`config.mk`:
```
export PLATFORM = sky130hd
export DESIGN_NAME = pfc_host
export DESIGN_NICKNAME = d
export VERILOG_FILES = /design/src/pfc_pkg.sv /design/src/pfc_host.sv
export SDC_FILE = /design/constraint.sdc
export NUM_CORES = 1
export LEC_CHECK = 0
export ABC_AREA = 1
export CELL_PAD_IN_SITES_DETAIL_PLACEMENT = 0
export CELL_PAD_IN_SITES_GLOBAL_PLACEMENT = 1
export CORE_MARGIN = 3
export CORE_UTILIZATION = 39
export DETAILED_ROUTE_END_ITERATION = 10
export DONT_BUFFER_PORTS = 1
export HOLD_SLACK_MARGIN = 0.12
export PLACE_DENSITY_LB_ADDON = 0.08
export SLEW_MARGIN = 25
export SYNTH_ARGS = -nofsm -noshare
export SYNTH_HDL_FRONTEND = slang
export SYNTH_SLANG_ARGS = --single-unit
```
`constraint.sdc`:
```
create_clock -name clk -period 1.4 [get_ports clk]
set_input_delay 0.07 -clock clk [delete_from_list [all_inputs] [get_ports clk]]
set_output_delay 0.07 -clock clk [all_outputs]
set_load 0.02 [all_outputs]
```
`src/pfc_pkg.sv`:
```
// Package for the parallel flash host controller: register map, codes and timing
package pfc_pkg;
   // ======================================================================
   // Register map (byte addresses, Avalon-MM word aligned)
   localparam logic [3:0] REG_CTRL   = 4'h0;   // Write: start command; read: busy/done
   localparam logic [3:0] REG_ADDR   = 4'h4;   // Target flash address
   localparam logic [3:0] REG_WDATA  = 4'h8;   // Data byte for program
   localparam logic [3:0] REG_RDATA  = 4'hc;   // Last byte read / poll result
   localparam logic [31:0] REG_CTRL_RST = 32'h0;

   // ======================================================================
   // Command codes written by software into REG_CTRL[3:0]
   typedef enum logic [3:0]
   {
      PFC_OP_READ    = 4'h0,
      PFC_OP_PROG    = 4'h1,
      PFC_OP_SECT    = 4'h2,
      PFC_OP_CHIP    = 4'h3,
      PFC_OP_PROT_B  = 4'h4,
      PFC_OP_PROT_T  = 4'h5,
      PFC_OP_STATUS  = 4'h6,
      PFC_OP_ID      = 4'h7,
      PFC_OP_EXIT    = 4'h8
   } pfc_op_e;

   // ======================================================================
   // Bus codes and unlock addresses
   localparam logic [7:0]  CD_AA = 8'haa;
   localparam logic [7:0]  CD_55 = 8'h55;
   localparam logic [7:0]  CD_PROG = 8'ha0;
   localparam logic [7:0]  CD_ERASE = 8'h80;
   localparam logic [7:0]  CD_SECT = 8'h30;
   localparam logic [7:0]  CD_CHIP = 8'h10;
   localparam logic [7:0]  CD_PROT = 8'h70;
   localparam logic [7:0]  CD_STAT = 8'h95;
   localparam logic [7:0]  CD_ID = 8'h90;
   localparam logic [7:0]  CD_EXIT = 8'hf0;
   localparam logic [18:0] AD_5555 = 19'h05555;
   localparam logic [18:0] AD_2AAA = 19'h02aaa;
   localparam int          POLL_BIT = 7;
   localparam int          ALT_BIT = 6;

   // ======================================================================
   // Timing: each bus phase lasts one 100 ns cycle, well above 5 ns pulse floor
   localparam int CLK_NS        = 100;
   localparam int STROBE_MIN_NS = 5;
   localparam int STROBE_CYC    = (STROBE_MIN_NS + CLK_NS - 1) / CLK_NS;
   localparam int READ_CYC_NS   = 100;
   localparam int READ_CYC      = (READ_CYC_NS + CLK_NS - 1) / CLK_NS;
endpackage : pfc_pkg

```
`src/pfc_host.sv`:
```
// Host controller that drives a parallel flash through its command pins
`timescale 1ns/10ps
`default_nettype none
// ==========================================================================
// Notes on behaviour
// - Protect uses six writes ending 70h; 2aaa top, 5555 bottom.
// - Status: aa/5555, 55/2aaa, 95/5555, read; bits 1..0 tell block.
// - Program needs three-write prefix, erase six writes, always.
// - Program: aa/5555, 55/2aaa, a0/5555, then data at target.
// - Erase: five-write prefix then 30h at sector or 10h at 5555.
// - After 90h entry, address bit 0 picks maker or part code.
module pfc_host
   import pfc_pkg::*;
#(
   parameter int AW = 19
)
(
   input  wire logic          clk,
   input  wire logic          sys_rst,
   input  wire logic [3:0]    avs_address,
   input  wire logic          avs_read,
   input  wire logic          avs_write,
   input  wire logic [31:0]   avs_writedata,
   output logic [31:0]        avs_readdata,
   output logic               avs_waitrequest,
   output logic [AW-1:0]      fl_addr,
   output logic               fl_ce_n,
   output logic               fl_oe_n,
   output logic               fl_we_n,
   input  wire logic [7:0]    fl_dq_in,
   output logic [7:0]         fl_dq_out,
   output logic               fl_dq_oe
);
   import pfc_pkg::*;

   typedef enum {ST_IDLE, ST_WSET, ST_WLOW, ST_WHI, ST_RSET, ST_RLOW, ST_DONE} pfc_st_e;

   // ======================================================================
   // Sequence step table
   function automatic logic [AW+7:0] step_of(input pfc_op_e op, input logic [2:0] i,
                                           input logic [AW-1:0] a, input logic [7:0] d);
      logic [AW-1:0] ad;
      logic [7:0]    cd;
      ad = AW'(AD_5555);
      cd = CD_AA;
      unique case (i)
         3'd0: begin ad = AW'(AD_5555); cd = (op == PFC_OP_EXIT) ? CD_EXIT : CD_AA; end
         3'd1, 3'd4: begin ad = AW'(AD_2AAA); cd = CD_55; end
         3'd2: begin
            ad = AW'(AD_5555);
            unique case (op)
               PFC_OP_PROG:   cd = CD_PROG;
               PFC_OP_STATUS: cd = CD_STAT;
               PFC_OP_ID:     cd = CD_ID;
               default:       cd = CD_ERASE;
            endcase
         end
         3'd3: begin
            ad = (op == PFC_OP_PROG) ? a : AW'(AD_5555);
            cd = (op == PFC_OP_PROG) ? d : CD_AA;
         end
         default: begin
            unique case (op)
               PFC_OP_SECT:   begin ad = a; cd = CD_SECT; end
               PFC_OP_CHIP:   begin ad = AW'(AD_5555); cd = CD_CHIP; end
               PFC_OP_PROT_T: begin ad = AW'(AD_2AAA); cd = CD_PROT; end
               default:       begin ad = AW'(AD_5555); cd = CD_PROT; end
            endcase
         end
      endcase
      return {ad, cd};
   endfunction : step_of

   // Number of writes each order needs
   function automatic logic [2:0] nwr(input pfc_op_e op);
      unique case (op)
         PFC_OP_READ:                        nwr = 3'd0;
         PFC_OP_EXIT:                        nwr = 3'd1;
         PFC_OP_STATUS, PFC_OP_ID:           nwr = 3'd3;
         PFC_OP_PROG:                        nwr = 3'd4;
         default:                            nwr = 3'd6;
      endcase
   endfunction : nwr

   pfc_st_e       st_ff, nxt_st;
   pfc_op_e       op_ff, nxt_op;
   logic [2:0]    idx_ff, nxt_idx;
   logic [AW-1:0] addr_ff, nxt_addr;
   logic [7:0]    wd_ff, nxt_wd;
   logic [7:0]    rd_ff, nxt_rd;
   logic [7:0]    prev_ff, nxt_prev;
   logic          poll_ff, nxt_poll;
   logic          pv_ff, nxt_pv;
   logic          done_ff, nxt_done;
   logic [AW+7:0] stp;
   logic          busy;

   assign busy = (st_ff != ST_IDLE);
   assign stp  = step_of(op_ff, idx_ff, addr_ff, wd_ff);

   // ======================================================================
   // Sequencer: all strobes held one full cycle, so no pulse is under 5 ns
   always_comb
   begin
      nxt_st = st_ff; nxt_op = op_ff; nxt_idx = idx_ff; nxt_addr = addr_ff;
      nxt_wd = wd_ff; nxt_rd = rd_ff; nxt_prev = prev_ff; nxt_poll = poll_ff;
      nxt_pv = pv_ff; nxt_done = done_ff;
      unique case (st_ff)
         ST_IDLE:
         begin
            if (avs_write && avs_address == REG_ADDR) nxt_addr = avs_writedata[AW-1:0];
            if (avs_write && avs_address == REG_WDATA) nxt_wd = avs_writedata[7:0];
            // Codes past exit are dropped: the step table would run them as protect
            if (avs_write && avs_address == REG_CTRL && avs_writedata[3:0] <= PFC_OP_EXIT)
            begin
               nxt_op   = pfc_op_e'(avs_writedata[3:0]);
               nxt_idx  = 3'd0;
               nxt_done = 1'b0;
               nxt_pv   = 1'b0;
               nxt_poll = 1'b0;
               nxt_st   = (nwr(pfc_op_e'(avs_writedata[3:0])) == 3'd0) ? ST_RSET : ST_WSET;
            end
         end
         ST_WSET: nxt_st = ST_WLOW;               // Address set up before strobe
         ST_WLOW: nxt_st = ST_WHI;                // strobe wide; data latched at rise
         ST_WHI:
         begin
            nxt_idx = idx_ff + 3'd1;
            if (idx_ff + 3'd1 == nwr(op_ff))      // full sequence issued
            begin
               // Program, erase, protect: poll after last pulse rises
               nxt_poll = (op_ff != PFC_OP_STATUS) && (op_ff != PFC_OP_ID)
                          && (op_ff != PFC_OP_EXIT);
               nxt_st   = nxt_poll ? ST_RSET : ST_DONE;
            end
            else
               nxt_st = ST_WSET;
         end
         ST_RSET: nxt_st = ST_RLOW;
         ST_RLOW:
         begin
            nxt_rd   = fl_dq_in;
            nxt_prev = fl_dq_in;
            nxt_pv   = 1'b1;
            // done when bit 6 stops alternating between two reads
            if (!poll_ff || (pv_ff && prev_ff[ALT_BIT] == fl_dq_in[ALT_BIT]))
               nxt_st = ST_DONE;
            else
               nxt_st = ST_RSET;
         end
         ST_DONE:
         begin
            nxt_done = 1'b1;
            nxt_st   = ST_IDLE;
         end
      endcase
   end

   // Sequencer registers
   always_ff @(posedge clk)
   begin
      if (sys_rst)
      begin
         st_ff <= ST_IDLE; op_ff <= PFC_OP_READ; idx_ff <= 3'd0;
         addr_ff <= '0; wd_ff <= 8'h00; rd_ff <= 8'h00; prev_ff <= 8'h00;
         poll_ff <= 1'b0; pv_ff <= 1'b0; done_ff <= 1'b0;
      end
      else
      begin
         st_ff <= nxt_st; op_ff <= nxt_op; idx_ff <= nxt_idx;
         addr_ff <= nxt_addr; wd_ff <= nxt_wd; rd_ff <= nxt_rd; prev_ff <= nxt_prev;
         poll_ff <= nxt_poll; pv_ff <= nxt_pv; done_ff <= nxt_done;
      end
   end

   // ======================================================================
   // Pin drive: output gate held high across writes so none is inhibited
   always_comb
   begin
      fl_addr   = (st_ff == ST_WSET || st_ff == ST_WLOW || st_ff == ST_WHI)
                  ? stp[AW+7:8] : addr_ff;
      fl_dq_out = stp[7:0];
      fl_dq_oe  = (st_ff == ST_WSET || st_ff == ST_WLOW || st_ff == ST_WHI);
      fl_ce_n   = !(fl_dq_oe || st_ff == ST_RLOW);
      fl_we_n   = (st_ff != ST_WLOW);
      fl_oe_n   = (st_ff != ST_RLOW);
   end

   // Avalon slave: control writes stall while busy, reads answer at once
   always_comb
   begin
      avs_waitrequest = busy && avs_write && (avs_address == REG_CTRL);
      avs_readdata    = 32'h0;
      // Data shown only while a read is asked for
      if (avs_read)
      begin
         unique case (avs_address)
            REG_CTRL:  avs_readdata = {30'h0, done_ff, busy};
            REG_ADDR:  avs_readdata = 32'(addr_ff);
            REG_WDATA: avs_readdata = {24'h0, wd_ff};
            REG_RDATA: avs_readdata = {24'h0, rd_ff};
            default:   avs_readdata = 32'h0;
         endcase
      end
   end

   // ======================================================================
   // Checks
   a_we_oe_excl: assert property (@(posedge clk) disable iff (sys_rst)
      !(!fl_we_n && !fl_oe_n)) else $error("strobe and output gate both low");
   a_we_with_ce: assert property (@(posedge clk) disable iff (sys_rst)
      !fl_we_n |-> !fl_ce_n) else $error("strobe without select");
   a_we_width: assert property (@(posedge clk) disable iff (sys_rst)
      $fell(fl_we_n) |=> fl_we_n) else $error("strobe width wrong");
   a_prog_len: assert property (@(posedge clk) disable iff (sys_rst)
      (st_ff == ST_WHI && op_ff == PFC_OP_PROG && idx_ff == 3'd3) |=> st_ff == ST_RSET)
      else $error("program not polled after fourth pulse");
   a_erase_len: assert property (@(posedge clk) disable iff (sys_rst)
      (st_ff == ST_WHI && op_ff == PFC_OP_SECT) |-> idx_ff <= 3'd5)
      else $error("erase too long");
   a_prot_code: assert property (@(posedge clk) disable iff (sys_rst)
      (!fl_we_n && op_ff == PFC_OP_PROT_T && idx_ff == 3'd5) |->
      (fl_dq_out == CD_PROT && fl_addr == AW'(AD_2AAA))) else $error("bad protect");
   a_unlock_first: assert property (@(posedge clk) disable iff (sys_rst)
      (!fl_we_n && idx_ff == 3'd0 && op_ff != PFC_OP_EXIT) |-> fl_dq_out == CD_AA)
      else $error("missing unlock");
   a_stat_code: assert property (@(posedge clk) disable iff (sys_rst)
      (!fl_we_n && op_ff == PFC_OP_STATUS && idx_ff == 3'd2) |-> fl_dq_out == CD_STAT)
      else $error("bad status entry");
   a_dq_drive: assert property (@(posedge clk) disable iff (sys_rst)
      !fl_we_n |-> fl_dq_oe) else $error("strobe without data driven");
   a_dq_no_fight: assert property (@(posedge clk) disable iff (sys_rst)
      !(fl_dq_oe && !fl_oe_n)) else $error("host drives bus during read");
   c_prog: cover property (@(posedge clk) op_ff == PFC_OP_PROG && st_ff == ST_DONE);
   c_sect: cover property (@(posedge clk) op_ff == PFC_OP_SECT && st_ff == ST_DONE);
   c_prot: cover property (@(posedge clk) op_ff == PFC_OP_PROT_B && st_ff == ST_DONE);
endmodule : pfc_host
`default_nettype wire

```
==> results.py <==
metrics = {
    "route": {
        "dr.pass1.iters": 4,
        "wl_per_cell_um": 14.82,
        "avgViaCountPerCell": 4.915,
        "drc": 0,
        "ant_nets": 0,
        "wirelength_um": 9571,
        "drt-initial-drc-count": 124,
        "vias": 3175,
    },
    "timing": {
        "setup_viol": 51,
        "hold_viol": 0,
        "tightest_slew_ns": 0.5182,
        "whs_ns": 0.1633,
        "setup_tns_ns": -13.86,
        "skew_ns": 0.003888,
        "period_share_pct": 137.2,
        "relSlewSlack_pct": 65.45,
        "slew_violations": 0,
        "layout_setup_ws_ns": -0.5206,
        "rsz0062_at_grt": "yes",
        "fmax_mhz": 520.7,
        "final.min_clock_period_ns": 1.921,
    },
    "logic_synthesis": {
        "ys_warn_count": 0,
        "synth_top_area_share_pct": 33.60,
        "synthesis.area_um2": 2860,
        "syn_inst": 427,
        "synth_edf_count": 0,
        "ys_async_sr_fraction_pct": 0,
        "yosys.area.top_type": "dfxtp_1",
        "ys_seq_area_share_pct": 33.60,
        "synth_most_common_cell": "inv_1",
        "syn_area_per_cell_um2": 6.698,
        "ys_top_cells_by_area": "dfxtp_1, inv_1, a21oi_1, o21ai_0, nand2_1",
        "synth_common_cells": "inv_1, nand2_1, a21oi_1",
        "synth_cell_types": 30,
        "synth-seq-cells": 48,
        "dominantRegCellSynth": "dfxtp_1",
    },
    "final_layout": {
        "area_growth_pct": 72.00,
        "fillCellCount": 583,
        "postLayoutCellArea_um2": 4920,
        "diodes": 0,
        "final_layout_size_suffix_gt1_share_pct": 46.36,
        "nets": 602,
    },
    "setup_path": {
        "worstSetupStartpointType": "register",
        "worstPathArrival_ns": 1.85,
        "path_class": "reg2out",
        "crit_fanout": 5,
        "cp.required_ns": 1.33,
        "critPathCaptureType": "output port",
    },
    "placement": {
        "gp_congestion": 0.8856,
        "dp_hpwl_um": 6683,
        "place_area_um2": 3749,
        "numPortBuffers": 0,
    },
    "clock_network": {
        "cts_tree": "built",
        "cts_buffers": 5,
        "clock_path_buffers": 2,
        "clk-insertion-delay-late_ns": 0.30,
        "cts.sinks": 48,
        "htreeDepth": 2,
        "path_clk_slew_ns": 0.09,
        "root_buffer": "clkbuf_8",
    },
    "floorplan": {
        "fp.dieH_um": 91.64,
        "io-pin-count": 112,
        "start_util_pct": 41.19,
        "die-area_um2": 8398,
        "die_x_um": 91.64,
        "core_um2": 6944,
        "fp-row-count": 30,
    },
    "job": {
        "maxCapViolations": 0,
    },
    "global_routing": {
        "grt-ovfl-total": 0,
        "grt_max_degree": 41,
        "grt_pass1_vias": 2973,
        "antenna_found_initial": 0,
        "grt_pass1_wl_um": 14960,
        "grt_use_total_pct": 22.10,
    },
    "min_path": {
        "hold_path_class": "in2reg",
    },
    "power": {
        "powerDensity_nw_per_um2": 696.0,
        "leakagePower_nw": 1.993,
        "peakVddDrop_mv": 0.4110,
        "power_w": 0.003424,
    },
    "outcome": {
        "status": "finished with violations",
        "violations": "negative setup slack",
    },
}
-- state kept, by name, summed over array words and instances, names as in the netlist --
name / cells
pv_ff: 1
addr_ff: 19
wd_ff: 8
op_ff: 4
done_ff: 1
st_ff: 3
prev_ff: 8
poll_ff: 1
idx_ff: 3
-- report_power, final --
| part | switching, W | leakage, nW | total, W | internal (W) |
|---|---|---|---|---|
| clock | 0.000494 | 0.0434 | 0.000895 | 0.000401 |
| combinational | 0.000652 | 1.56 | 0.00111 | 0.000461 |
| sequential | 0.0000241 | 0.394 | 0.00142 | 0.00139 |
| total | 0.00117 | 1.99 | 0.00342 | 0.00225 |
-- logic make-up after synthesis --
logic type / synth area share, %
and+or+nand+nor: 23.62
AOI/OAI and AO/OA: 24.85
buffers and inverters: 15.62
DFF: 33.60
adders and majority gates: 2.187
other: 0.1311
-- path summary, 6_finish.rpt --
check,slack [ns],cells past startpoint,end,start
worst max-delay path,-0.52,10,fl_dq_out[2],idx_ff[1]
worst max register to register,-0.14,8,poll_ff,idx_ff[0]
worst min-delay path,0.16,4,st_ff[1],fl_dq_in[6]
worst min register to register,0.46,2,prev_ff[3],prev_ff[3]
-- worst max-delay path, cell delays in order (launching register included) --
cell	delay, ns
dfxtp_4	0.37
inv_2	0.08
ha_4	0.14
inv_4	0.04
buf_4	0.13
a21oi_1	0.14
buf_4	0.14
nor2_4	0.05
buf_6	0.12
buf_4	0.13
a21oi_4	0.19
-- placed cells by master (no fill, tap or decap), types with 2 or more instances in the layout --
| cell type | Yosys | layout |
|---|---|---|
| inv_1 | 70 | 53 |
| nand2_1 | 53 | 46 |
| nand3_4 | 0 | 3 |
| nor2_2 | 3 | 6 |
| inv_8 | 0 | 3 |
| a21oi_2 | 0 | 10 |
| nor3_4 | 1 | 3 |
| dlygate4sd3_1 | 0 | 27 |
| o21ai_2 | 5 | 20 |
| buf_4 | 13 | 67 |
| dfxtp_1 | 48 | 37 |
| o21ai_4 | 0 | 19 |
| clkbuf_8 | 0 | 6 |
| o21bai_4 | 0 | 2 |
| nand3_1 | 16 | 10 |
| inv_2 | 4 | 11 |
| o21ai_0 | 46 | 17 |
| buf_6 | 1 | 31 |
| nor2_1 | 38 | 20 |
| buf_12 | 0 | 3 |
| conb_1 | 1 | 13 |
| a21oi_1 | 49 | 37 |
| nand3_2 | 0 | 3 |
| o21ai_1 | 17 | 12 |
| a21oi_4 | 0 | 2 |
| ha_4 | 0 | 4 |
| nor2_4 | 5 | 20 |
| nand4_1 | 3 | 3 |
| o221ai_1 | 6 | 6 |
| clkinvlp_4 | 0 | 2 |
| inv_4 | 0 | 8 |
| nand2_2 | 6 | 7 |
| nor3_1 | 13 | 11 |
| dfxtp_4 | 0 | 3 |
| dfxtp_2 | 0 | 8 |
| nand2_4 | 1 | 7 |
-- what timing repair did --
action / CTS / global route
hold buffers: 28 / 0
resized for setup: 78 / 108
setup endpoints to repair: 69 / 80
cloned: 2 / 0
buffers inserted: 21 / 12
pin swaps: 24 / 38
hold endpoints to repair: 47 / 0
-- layout make-up --
type                    instances  area, um2  area share (%)
multi-input cells             289       2186           44.43
repair buffers                130       1210           24.59
flip-flops and latches         48      982.2           19.96
inverters                      74      317.8           6.460
well taps                      96      120.1           2.442
clock buffers                   6      82.58           1.679
clock inverters                 2      15.01          0.3052
repair inverters                1      6.256          0.1272
-- through the flow --
| stage | util (%) | instances | setup WS (ns) |
|---|---|---|---|
| 3_3_place_gp | 53.98 | 579 | -0.5912 |
| 5_1_grt | 70.85 | 646 | -0.6010 |
| 2_1_floorplan | - | 439 | -0.1896 |
| 4_1_cts | 65.46 | 637 | -0.5385 |
| 3_5_place_dp | 53.98 | 579 | -0.6397 |
| 6_report | 70.85 | 646 | -0.5206 |
-- routing by layer --
metal | vias up | share of wire [%] | global-route usage [%]
met5 | - | 0 | 0
met4 | 0 | 0.56 | 5.402
met3 | 4 | 4.1 | 3.774
met2 | 75 | 52 | 38.16
met1 | 1473 | 44 | 28.52
li1 | 1623 | - | -
(Power assumes the default switching activity.)
